**src/blpl_params.svh**
```systemverilog
// Constants of the burst laser power loop: offsets, fields, resets, timing
`ifndef BLPL_PARAMS_SVH
`define BLPL_PARAMS_SVH
// Register byte offsets
`define BLPL_CTRL_OFS      12'h000
`define BLPL_STAT_OFS      12'h004
// Control register fields
`define BLPL_CEIL_LSB      0
`define BLPL_SWING_LSB     8
`define BLPL_OPEN_BIT      16
`define BLPL_CTRL_RST      32'h0000_0000
// Tracking pace: cycles between fine steps
`define BLPL_TRACK_CYC     12'h010
// Clock period and typical times
`define BLPL_CLK_NS        10
`define BLPL_SLOW_NS       450
`define BLPL_EN_NS         2100
`define BLPL_EN_LONG_NS    3720
`define BLPL_PWR_NS        12000
`define BLPL_BURST_NS      1600
// Cycle counts derived from the times
`define BLPL_SLOW_CYC      (`BLPL_SLOW_NS / `BLPL_CLK_NS)
`define BLPL_EN_CYC        (`BLPL_EN_NS / `BLPL_CLK_NS)
`define BLPL_EN_LONG_CYC   (`BLPL_EN_LONG_NS / `BLPL_CLK_NS)
`define BLPL_PWR_CYC       (`BLPL_PWR_NS / `BLPL_CLK_NS)
`define BLPL_BURST_CYC     (`BLPL_BURST_NS / `BLPL_CLK_NS)
// Search ends after this many completed bursts
`define BLPL_MAX_BURSTS    2'h3
`endif

```
**src/blpl_pkg.sv**
```systemverilog
// Types shared by the burst laser power loop
package blpl_pkg;
  typedef enum logic [2:0] {
    ST_OFF, ST_SLOW, ST_WAIT_GATE, ST_SEARCH, ST_TRACK
  } blpl_state_e;
  typedef struct packed {
    logic       open_loop;
    logic [7:0] swing;
    logic [7:0] ceiling;
  } blpl_ctrl_s;
endpackage : blpl_pkg

```
**src/blpl_core.sv**
```systemverilog
// Burst laser power loop: search, track, hold and gate of laser bias
//
// Overview of operation
// - Startup runs successive search on bias setting
// - Gate high: adjust bias toward monitor target
// - Gate low: freeze bias, resume next burst
// - Only power cycle or disable clears loop
// - Bias never above ceiling; loop only subtracts
// - Fail low during init and at ceiling
// - Fail low when minimum reached, still bright
// - Slow-start delay before loop initialisation
// - Disabled: outputs off, loop held reset
// - Disable fall starts init, 2.1/3.72us
// - Init coarse, then fine tracking mode
// - Power-up start takes 12us
// - Chip-enable start takes 2.1us
// - Gate never high: start on rise, 1.6us
// - Init ends by three bursts or time
// - After init outputs follow gate polarity
// - Outputs switch on promptly with gate
// - Outputs switch off promptly with gate
// - Shorted ceiling or swing: outputs off
// - Open loop: bias equals ceiling
//
// The implementer's own choices: the register addresses and the APB interface to the registers.
`timescale 1ns/100ps
`default_nettype none
`include "blpl_params.svh"

module blpl_core
  import blpl_pkg::*;
(
  // Clock and reset
  input  wire logic        clk_i,
  input  wire logic        rstn_i,
  // APB slave
  input  wire logic        psel_i,
  input  wire logic        penable_i,
  input  wire logic        pwrite_i,
  input  wire logic [11:0] paddr_i,
  input  wire logic [31:0] pwdata_i,
  output logic      [31:0] prdata_o,
  output logic             pready_o,
  output logic             pslverr_o,
  // Device pins
  input  wire logic        supply_ok_i,
  input  wire logic        chip_disable_i,
  input  wire logic        burst_gate_p_i,
  input  wire logic        burst_gate_n_i,
  input  wire logic        extended_burst_select_i,
  input  wire logic        monitor_above_i,
  input  wire logic        ceiling_short_i,
  input  wire logic        swing_short_i,
  // Laser drive
  output logic             bias_on_o,
  output logic             mod_on_o,
  output logic      [7:0]  bias_code_o,
  output logic      [7:0]  swing_code_o,
  output logic             loop_fail_n_o
);

  ////////////////////////////////////////////////////////////////////////
  // Declarations
  blpl_ctrl_s  ctrl_reg;
  blpl_state_e state_reg;
  logic [7:0]  sub_reg;
  logic [7:0]  step_reg;
  logic [11:0] cnt_reg;
  logic [11:0] dl_reg;
  logic [11:0] init_len_reg;
  logic [11:0] step_len_reg;
  logic [1:0]  bursts_reg;
  logic        gate_seen_reg;
  logic        pwr_cause_reg;
  logic        gate_q_reg;
  logic        gate;
  logic        disabled;
  logic        shorted;
  logic        in_init;
  logic        at_ceiling;
  logic        at_floor;
  logic        search_done;
  logic [8:0]  sub_up;
  logic [8:0]  sub_dn;
  logic        apb_do;

  // Differential gate: equal levels count as off
  assign gate     = burst_gate_p_i & ~burst_gate_n_i;
  assign disabled = chip_disable_i | ~supply_ok_i;
  assign shorted  = ceiling_short_i | swing_short_i;
  assign in_init  = (state_reg != ST_TRACK);
  // Ceiling hit means no bias left to add; floor means nothing to take
  assign at_ceiling = (sub_reg == 8'h00) & ~monitor_above_i;
  assign at_floor   = (sub_reg == ctrl_reg.ceiling) & monitor_above_i;
  assign search_done = (step_reg == 8'h00) | (dl_reg >= init_len_reg) |
                       (bursts_reg == `BLPL_MAX_BURSTS);
  assign sub_up = {1'b0, sub_reg} + {1'b0, step_reg};
  assign sub_dn = {1'b0, sub_reg} - {1'b0, step_reg};
  assign apb_do = psel_i & penable_i & pready_o;

  ////////////////////////////////////////////////////////////////////////
  // APB slave: one wait state, registers answer on the second access cycle
  always_ff @(posedge clk_i) begin
    if (!rstn_i) begin
      pready_o <= 1'b0;
    end else begin
      pready_o <= psel_i & penable_i & ~pready_o;
    end
  end

  // Control register write
  always_ff @(posedge clk_i) begin
    if (!rstn_i) begin
      ctrl_reg <= blpl_ctrl_s'(`BLPL_CTRL_RST);
    end else if (apb_do && pwrite_i && paddr_i == `BLPL_CTRL_OFS) begin
      ctrl_reg.ceiling   <= pwdata_i[`BLPL_CEIL_LSB +: 8];
      ctrl_reg.swing     <= pwdata_i[`BLPL_SWING_LSB +: 8];
      ctrl_reg.open_loop <= pwdata_i[`BLPL_OPEN_BIT];
    end
  end

  // Read data and error answer, prepared on the first access cycle
  always_ff @(posedge clk_i) begin
    if (!rstn_i) begin
      prdata_o  <= 32'h0000_0000;
      pslverr_o <= 1'b0;
    end else if (psel_i && penable_i && !pready_o) begin
      pslverr_o <= 1'b0;
      prdata_o  <= 32'h0000_0000;
      if (paddr_i == `BLPL_CTRL_OFS) begin
        prdata_o <= {15'h0000, ctrl_reg};
      end else if (paddr_i == `BLPL_STAT_OFS) begin
        if (pwrite_i) begin
          pslverr_o <= 1'b1;
        end
        prdata_o <= {11'h000, state_reg, loop_fail_n_o,
                     pwr_cause_reg, sub_reg, bias_code_o};
      end else begin
        pslverr_o <= 1'b1;
      end
    end
  end

  ////////////////////////////////////////////////////////////////////////
  // Start-case bookkeeping: power-up cause and whether gate was ever high
  always_ff @(posedge clk_i) begin
    if (!rstn_i) begin
      pwr_cause_reg <= 1'b1;
      gate_seen_reg <= 1'b0;
    end else begin
      // A chip that sat disabled on a good supply restarts as an enable
      if (!supply_ok_i) begin
        pwr_cause_reg <= 1'b1;
      end else if (chip_disable_i || state_reg == ST_TRACK) begin
        pwr_cause_reg <= 1'b0;
      end
      if (disabled) begin
        gate_seen_reg <= 1'b0;
      end else if (gate) begin
        gate_seen_reg <= 1'b1;
      end
    end
  end

  // Gate delay for burst-end counting
  always_ff @(posedge clk_i) begin
    if (!rstn_i) begin
      gate_q_reg <= 1'b0;
    end else begin
      gate_q_reg <= gate;
    end
  end

  ////////////////////////////////////////////////////////////////////////
  // Loop sequencer
  // Disable or supply loss wins over every state so the loop restarts
  // cleanly; a supply glitch cannot leave a half-done search behind.
  always_ff @(posedge clk_i) begin
    if (!rstn_i || disabled) begin
      state_reg    <= ST_OFF;
      cnt_reg      <= 12'h000;
      dl_reg       <= 12'h000;
      init_len_reg <= 12'h000;
      step_len_reg <= 12'h000;
      bursts_reg   <= 2'h0;
    end else begin
      case (state_reg)
        ST_OFF: begin
          state_reg <= ST_SLOW;
          cnt_reg   <= 12'h000;
          if (pwr_cause_reg) begin
            init_len_reg <= 12'(`BLPL_PWR_CYC);
          end else if (extended_burst_select_i) begin
            init_len_reg <= 12'(`BLPL_EN_LONG_CYC);
          end else begin
            init_len_reg <= 12'(`BLPL_EN_CYC);
          end
        end
        ST_SLOW: begin
          if (cnt_reg >= 12'(`BLPL_SLOW_CYC - 1)) begin
            cnt_reg      <= 12'h000;
            dl_reg       <= 12'h000;
            bursts_reg   <= 2'h0;
            step_len_reg <= init_len_reg >> 3;
            if (ctrl_reg.open_loop) begin
              state_reg <= ST_TRACK;
            end else if (!gate_seen_reg && !gate) begin
              state_reg <= ST_WAIT_GATE;
            end else begin
              state_reg <= ST_SEARCH;
            end
          end else begin
            cnt_reg <= cnt_reg + 12'h001;
          end
        end
        ST_WAIT_GATE: begin
          if (gate) begin
            state_reg    <= ST_SEARCH;
            init_len_reg <= 12'(`BLPL_BURST_CYC);
            step_len_reg <= 12'(`BLPL_BURST_CYC) >> 3;
            cnt_reg      <= 12'h000;
            dl_reg       <= 12'h000;
          end
        end
        ST_SEARCH: begin
          dl_reg <= dl_reg + 12'h001;
          if (gate_q_reg && !gate && bursts_reg != `BLPL_MAX_BURSTS) begin
            bursts_reg <= bursts_reg + 2'h1;
          end
          if (search_done) begin
            state_reg <= ST_TRACK;
            cnt_reg   <= 12'h000;
          end else if (gate) begin
            // Step pace only runs while lit; monitor is meaningless dark
            cnt_reg <= (cnt_reg >= step_len_reg) ? 12'h000
                                                 : cnt_reg + 12'h001;
          end
        end
        ST_TRACK: begin
          if (gate) begin
            cnt_reg <= (cnt_reg >= `BLPL_TRACK_CYC) ? 12'h000
                                                    : cnt_reg + 12'h001;
          end
        end
        default: begin
          state_reg <= ST_OFF;
        end
      endcase
    end
  end

  ////////////////////////////////////////////////////////////////////////
  // Bias subtraction from the ceiling: coarse halving steps, then unit
  always_ff @(posedge clk_i) begin
    if (!rstn_i || disabled) begin
      sub_reg  <= 8'h00;
      step_reg <= 8'h80;
    end else if (ctrl_reg.open_loop) begin
      sub_reg <= 8'h00;
    end else if (state_reg == ST_SEARCH && gate &&
                 cnt_reg >= step_len_reg && !search_done) begin
      // Bright: take more away; dim: give some back
      if (monitor_above_i) begin
        sub_reg <= (sub_up[8] || sub_up[7:0] > ctrl_reg.ceiling)
                   ? ctrl_reg.ceiling : sub_up[7:0];
      end else begin
        sub_reg <= sub_dn[8] ? 8'h00 : sub_dn[7:0];
      end
      step_reg <= step_reg >> 1;
    end else if (state_reg == ST_TRACK && gate &&
                 cnt_reg >= `BLPL_TRACK_CYC) begin
      if (monitor_above_i && !at_floor) begin
        sub_reg <= sub_reg + 8'h01;
      end else if (!monitor_above_i && sub_reg != 8'h00) begin
        sub_reg <= sub_reg - 8'h01;
      end
    end else if (sub_reg > ctrl_reg.ceiling) begin
      sub_reg <= ctrl_reg.ceiling;
    end
    // Gate low skips both step branches: value is held unless open loop or above ceiling
  end

  ////////////////////////////////////////////////////////////////////////
  // Laser drive outputs, one flop after the gate; the sub-cycle switching
  // times stay with the analog stage, this only steers it.
  always_ff @(posedge clk_i) begin
    if (!rstn_i) begin
      bias_on_o    <= 1'b0;
      mod_on_o     <= 1'b0;
      bias_code_o  <= 8'h00;
      swing_code_o <= 8'h00;
    end else begin
      bias_on_o <= gate & ~disabled & ~shorted &
                   (state_reg == ST_SEARCH || state_reg == ST_TRACK);
      mod_on_o  <= gate & ~disabled & ~shorted &
                   (state_reg == ST_SEARCH || state_reg == ST_TRACK);
      bias_code_o  <= (sub_reg > ctrl_reg.ceiling) ? 8'h00
                      : ctrl_reg.ceiling - sub_reg;
      swing_code_o <= ctrl_reg.swing;
    end
  end
  // Output timing follows the gate within one cycle

  // Failure flag, active low
  always_ff @(posedge clk_i) begin
    if (!rstn_i) begin
      loop_fail_n_o <= 1'b0;
    end else if (disabled || in_init) begin
      loop_fail_n_o <= 1'b0;
    end else if (!ctrl_reg.open_loop && (at_ceiling || at_floor)) begin
      loop_fail_n_o <= 1'b0;
    end else begin
      loop_fail_n_o <= 1'b1;
    end
  end

  ////////////////////////////////////////////////////////////////////////
  // Checks
  a_disable_off: assert property (@(posedge clk_i)
    disable iff (!rstn_i)
    disabled |=> !bias_on_o && !mod_on_o)
    else $error("outputs on while disabled");
  a_short_off: assert property (@(posedge clk_i)
    disable iff (!rstn_i)
    shorted |=> !bias_on_o && !mod_on_o)
    else $error("outputs on during short");
  a_bias_ceiling: assert property (@(posedge clk_i)
    disable iff (!rstn_i)
    $stable(ctrl_reg.ceiling) |=> bias_code_o <= $past(ctrl_reg.ceiling))
    else $error("bias above ceiling");
  a_gate_hold: assert property (@(posedge clk_i)
    disable iff (!rstn_i || disabled)
    state_reg == ST_TRACK && !gate && !ctrl_reg.open_loop &&
    sub_reg <= ctrl_reg.ceiling |=> $stable(sub_reg))
    else $error("bias moved while gate low");
  a_fail_init: assert property (@(posedge clk_i)
    disable iff (!rstn_i)
    in_init |=> !loop_fail_n_o)
    else $error("fail high during init");
  a_fail_floor: assert property (@(posedge clk_i)
    disable iff (!rstn_i)
    state_reg == ST_TRACK && !disabled && !ctrl_reg.open_loop &&
    at_floor |=> !loop_fail_n_o)
    else $error("fail high at minimum bias");
  // Full slow-start length: 45 cycles in SLOW, then out of it
  a_slow_len: assert property (@(posedge clk_i)
    disable iff (!rstn_i || disabled)
    $rose(state_reg == ST_SLOW) |-> (state_reg == ST_SLOW) [*8]
    ##37 (state_reg == ST_SLOW) ##1 (state_reg != ST_SLOW))
    else $error("slow start cut short");
  a_search_bound: assert property (@(posedge clk_i)
    disable iff (!rstn_i)
    state_reg == ST_SEARCH |-> dl_reg <= init_len_reg)
    else $error("search overran its deadline");
  a_open_bias: assert property (@(posedge clk_i)
    disable iff (!rstn_i || disabled)
    ctrl_reg.open_loop && $stable(ctrl_reg) |=>
    bias_code_o == ctrl_reg.ceiling)
    else $error("open loop bias not at ceiling");
  a_off_gate: assert property (@(posedge clk_i)
    disable iff (!rstn_i)
    !gate |=> !bias_on_o)
    else $error("bias on without gate");
  a_fail_clear: assert property (@(posedge clk_i)
    disable iff (!rstn_i)
    !in_init && !disabled &&
    (ctrl_reg.open_loop || (!at_ceiling && !at_floor)) |=> loop_fail_n_o)
    else $error("fail low while tracking in range");
  c_power: cover property (@(posedge clk_i) disable iff (!rstn_i)
    pwr_cause_reg && state_reg == ST_SEARCH);
  c_track: cover property (@(posedge clk_i) disable iff (!rstn_i)
    state_reg == ST_SEARCH ##1 state_reg == ST_TRACK);
  c_wait_gate: cover property (@(posedge clk_i) disable iff (!rstn_i)
    state_reg == ST_WAIT_GATE ##1 state_reg == ST_SEARCH);
  c_fail_track: cover property (@(posedge clk_i) disable iff (!rstn_i)
    state_reg == ST_TRACK && !loop_fail_n_o);
  c_burst_end: cover property (@(posedge clk_i) disable iff (!rstn_i)
    state_reg == ST_SEARCH && bursts_reg == `BLPL_MAX_BURSTS);

endmodule : blpl_core
`default_nettype wire

```
**config.mk**
```make
export PLATFORM = sky130hd
export DESIGN_NAME = blpl_core
export DESIGN_NICKNAME = d
export VERILOG_FILES = /design/src/blpl_pkg.sv /design/src/blpl_core.sv
export VERILOG_INCLUDE_DIRS = /design/src
export SDC_FILE = /design/constraint.sdc
export NUM_CORES = 1
export LEC_CHECK = 0
export ABC_AREA = 0
export BUFFER_PORTS_ARGS = -buffer_cell sky130_fd_sc_hd__buf_4
export CAP_MARGIN = 20
export CORE_MARGIN = 2
export CORE_UTILIZATION = 45
export DETAILED_ROUTE_END_ITERATION = 8
export GPL_TIMING_DRIVEN = 0
export PLACE_DENSITY = 0.8
export SYNTH_ARGS = -nofsm -noshare
export SYNTH_HDL_FRONTEND = slang
export SYNTH_SLANG_ARGS = --single-unit
export TNS_END_PERCENT = 100
```
**constraint.sdc**
```tcl
create_clock -name clk_i -period 4.1 [get_ports clk_i]
set_clock_uncertainty 0.15 [all_clocks]
set_input_delay 0.82 -clock clk_i [delete_from_list [all_inputs] [get_ports clk_i]]
set_output_delay 0.82 -clock clk_i [all_outputs]
set_load 0.05 [all_outputs]
```
==> results.toml <==
[run_status]
status = "finished, final reports clean"

[sta]
slew_headroom_pct = 40.1
setup_viol = 0
worst-slew-pin-transition_ns = 0.891
timing.fmax_ghz = 0.252
slew_viol_final = 0
rsz0062_at_grt = "no"
min_period_ns = 3.97
hold_viol = 0
period_share_pct = 96.8

[pwr]
power_density_nw_per_um2 = 313
cellLeakagePower_uw = 0.00350
ir_drop_uv = 203
power_uw = 2740

[worst_hold_path]
min_to = "step_len_reg[3]"
hold_start = "step_len_reg[3]"
hold_path_depth = 2
hp-class = "reg2reg"

[synthesis]
syn_area_per_cell_um2 = 8.45
ys_seq_area_share_pct = 33.2
synthesis.area_um2 = 7170
synth_edf_count = 0
synth_warnings = 0
synth_flop_cell = "dfxtp_1"
ys_ff_latch = 119
ys_types = 68
synthCells = 848
async_flop_share_pct = 0

[grt]
track_usage_pct = 21.0
antenna_found_initial = 0
grt_pass1_vias = 5999
grt_pass1_wl_um = 28700
grt_remaining_overflow = 0
grt_max_degree = 17

[floorplanning]
die_h_um = 130
rows = 46
die_w_um = 130
die_area_um2 = 16900
coreArea_um2 = 15700
pin_count = 110
initial_core_util_pct = 45.6

[placed_design]
io_buffers = 83
gp_congestion = 0.886
place_hpwl_um = 13400

[job]
drv_cap = 0

[setup_path]
worstSetupPathType = "reg2reg"
startpoint = "sub_reg[0]"
path_cells = "ha_1 -> fa_2 -> nand2b_1 -> a221oi_2 -> or4_1 -> nand3_2 -> ha_1 -> o21ai_1 -> o21ai_0 -> a2111oi_2 -> o21a_1 -> buf_6 -> mux2_2 -> a221oi_2 -> nor3_1"
crit_path_max_incr_delay_ns = 0.43
r2r_cells = 15
endpoint_kind = "register"
arrival_ns = 4.10
r2r_slack_ns = 0.13
cp.required_ns = 4.23
reg2reg_from = "sub_reg[0]"
worstSetupStartpointType = "register"
r2r-end = "sub_reg[2]"
critPathMaxFanout = 8
cp_slowest_cell = "or4_1"

[route]
ant_nets = 0
drcViolationCount = 0
wire_per_inst_um = 15.4
wl_um = 18200
vias_per_cell = 5.42
dr.pass1.iters = 7
drtIter0Drc = 556
vias = 6426

[cts]
clock-root-buffer = "clkbuf_16"
numCtsBuffers = 17
cts_hold_buf = 0
clockBufferDepth = 2
insertion_delay_ns = 0.41
cts_max_level = 4
cts_tree = "built"
cts.sinks = 119
path_clk_slew_ns = 0.05

[final_layout]
layout-drive-gt1-share_pct = 18.6
diodes = 0
areaGrowthSynthToFinish_pct = 22.3
largest_reg_flops = 21
nNetsFinal = 1075
finish.utilization_pct = 55.8
-- how the worst max path moves through the flow --
stage / to / slack, ns / cells past startpoint
after floorplan: sub_reg[2] / 0.08 / 15
after global routing: sub_reg[4] / 0.0007 / 15
after detailed placement: sub_reg[4] / -0.69 / 15
after CTS: sub_reg[4] / 0.01 / 15
after global placement: sub_reg[4] / -0.61 / 15
final: sub_reg[2] / 0.13 / 15
-- routing by layer --
layer | global-route usage (%) | vias to the layer above | wire [µm]
li1 | - | 3192 | -
met1 | 26.9 | 2981 | 8240
met5 | 0 | - | 0
met2 | 35.8 | 212 | 8570
met3 | 4.06 | 41 | 1010
met4 | 6.83 | 0 | 388
-- cells by family after synthesis --
kind of cell    after synthesis  synth area share, %
flops                       119                 33.2
mux                          41                 5.95
simple gates                311                 21.9
fa+ha+maj                    60                 10.9
other cells                   1               0.0523
xor+xnor                     36                 4.40
buf+inv                     101                 6.25
compound gates              179                 17.3
-- final cells by class --
| class | count | area (µm²) |
|---|---|---|
| well taps | 216 | 270 |
| plain buffers | 45 | 241 |
| multi-input cells | 638 | 4460 |
| clock buffers | 22 | 464 |
| inverters | 53 | 199 |
| repair buffers | 84 | 631 |
| flip-flops and latches | 119 | 2400 |
| clock inverters | 9 | 101 |
| fillers | 1370 | 6950 |
-- synthesized netlist by cell type (3+ instances only) --
master	instances	area, µm²
nand2_1	66	248
nor4_2	3	37.5
a21oi_1	42	210
fa_1	4	80.1
clkbuf_1	24	90.1
nor4_1	4	25.0
ha_1	56	701
nor2b_1	29	181
nand2b_1	10	62.6
xor2_1	14	123
nand3_1	36	180
nor3b_1	4	30.0
buf_4	14	105
and2_1	16	100
a221oi_1	8	70.1
nor3_1	17	85.1
xnor2_1	22	193
a31oi_1	5	31.3
nand4_1	7	43.8
a22oi_1	7	52.6
o211ai_1	6	45.0
a21boi_0	18	135
mux2i_1	28	280
dfxtp_1	119	2380
a21o_1	7	52.6
nand3b_1	4	30.0
buf_2	6	30.0
or3_1	9	56.3
o21ai_0	38	190
mux2_2	13	146
nor2_1	77	289
inv_1	53	199
o21a_1	4	30.0
o2111ai_1	3	26.3
a211oi_1	18	135
and3_1	13	81.3
or4_1	6	45.0
o31ai_1	3	22.5
-- placed cells by master, fill, tap and decap left out, types with 6 or more instances in the layout --
| cell | instances |
|---|---|
| a211oi_1 | 17 |
| nor3_1 | 17 |
| buf_2 | 6 |
| dfxtp_1 | 111 |
| conb_1 | 11 |
| clkbuf_1 | 24 |
| nor2b_1 | 29 |
| and3_1 | 13 |
| mux2_2 | 13 |
| mux2i_1 | 28 |
| nand2b_1 | 10 |
| a21o_1 | 7 |
| xnor2_1 | 22 |
| or4_1 | 6 |
| a21boi_0 | 18 |
| o211ai_1 | 6 |
| buf_4 | 97 |
| nand4_1 | 7 |
| inv_1 | 53 |
| xor2_1 | 14 |
| nand2_1 | 66 |
| nand3_1 | 35 |
| ha_1 | 53 |
| nor2_1 | 77 |
| and2_1 | 16 |
| a22oi_1 | 7 |
| a21oi_1 | 42 |
| clkbuf_16 | 17 |
| o21ai_0 | 36 |
| or3_1 | 9 |
-- critical path, delay by kind of cell, from the launching register on --
family / cells / cell delay, ns
multiplexers: 1 / 0.34
flip-flops: 1 / 0.39
adder cells (fa/ha/maj): 3 / 0.84
buffers and inverters: 1 / 0.14
AO/OA/AOI/OAI: 6 / 1.20
AND/OR/NAND/NOR: 4 / 0.76
-- what timing repair did --
| action | CTS | global route |
|---|---|---|
| gates resized for setup | 18 | 12 |
| cloned | 0 | 0 |
| pin swaps | 2 | 6 |
| buffers inserted | 1 | 0 |
| endpoints found under the setup margin | 8 | 7 |
-- where the power goes --
| part | internal, µW | switching, µW |
|---|---|---|
| clock | 917 | 505 |
| sequential | 1160 | 4.11 |
| combinational | 59.8 | 93.1 |
| total | 2140 | 602 |
-- metrics by stage --
step                      worst slack, ns  TNS [ns]  instance area, µm²  std cells  hold slack, ns
final                               0.129         0                8760       1186           0.311
after global routing             0.000661         0                8760       1186           0.336
after CTS                          0.0140         0                8710       1186           0.310
after detailed placement           -0.692     -4.10                8100       1157           0.302
after global placement             -0.615     -3.52                8100       1157           0.291
after floorplan                    0.0802         0                7200        858           0.282
No activity file was read; power rests on OpenSTA's default activity.
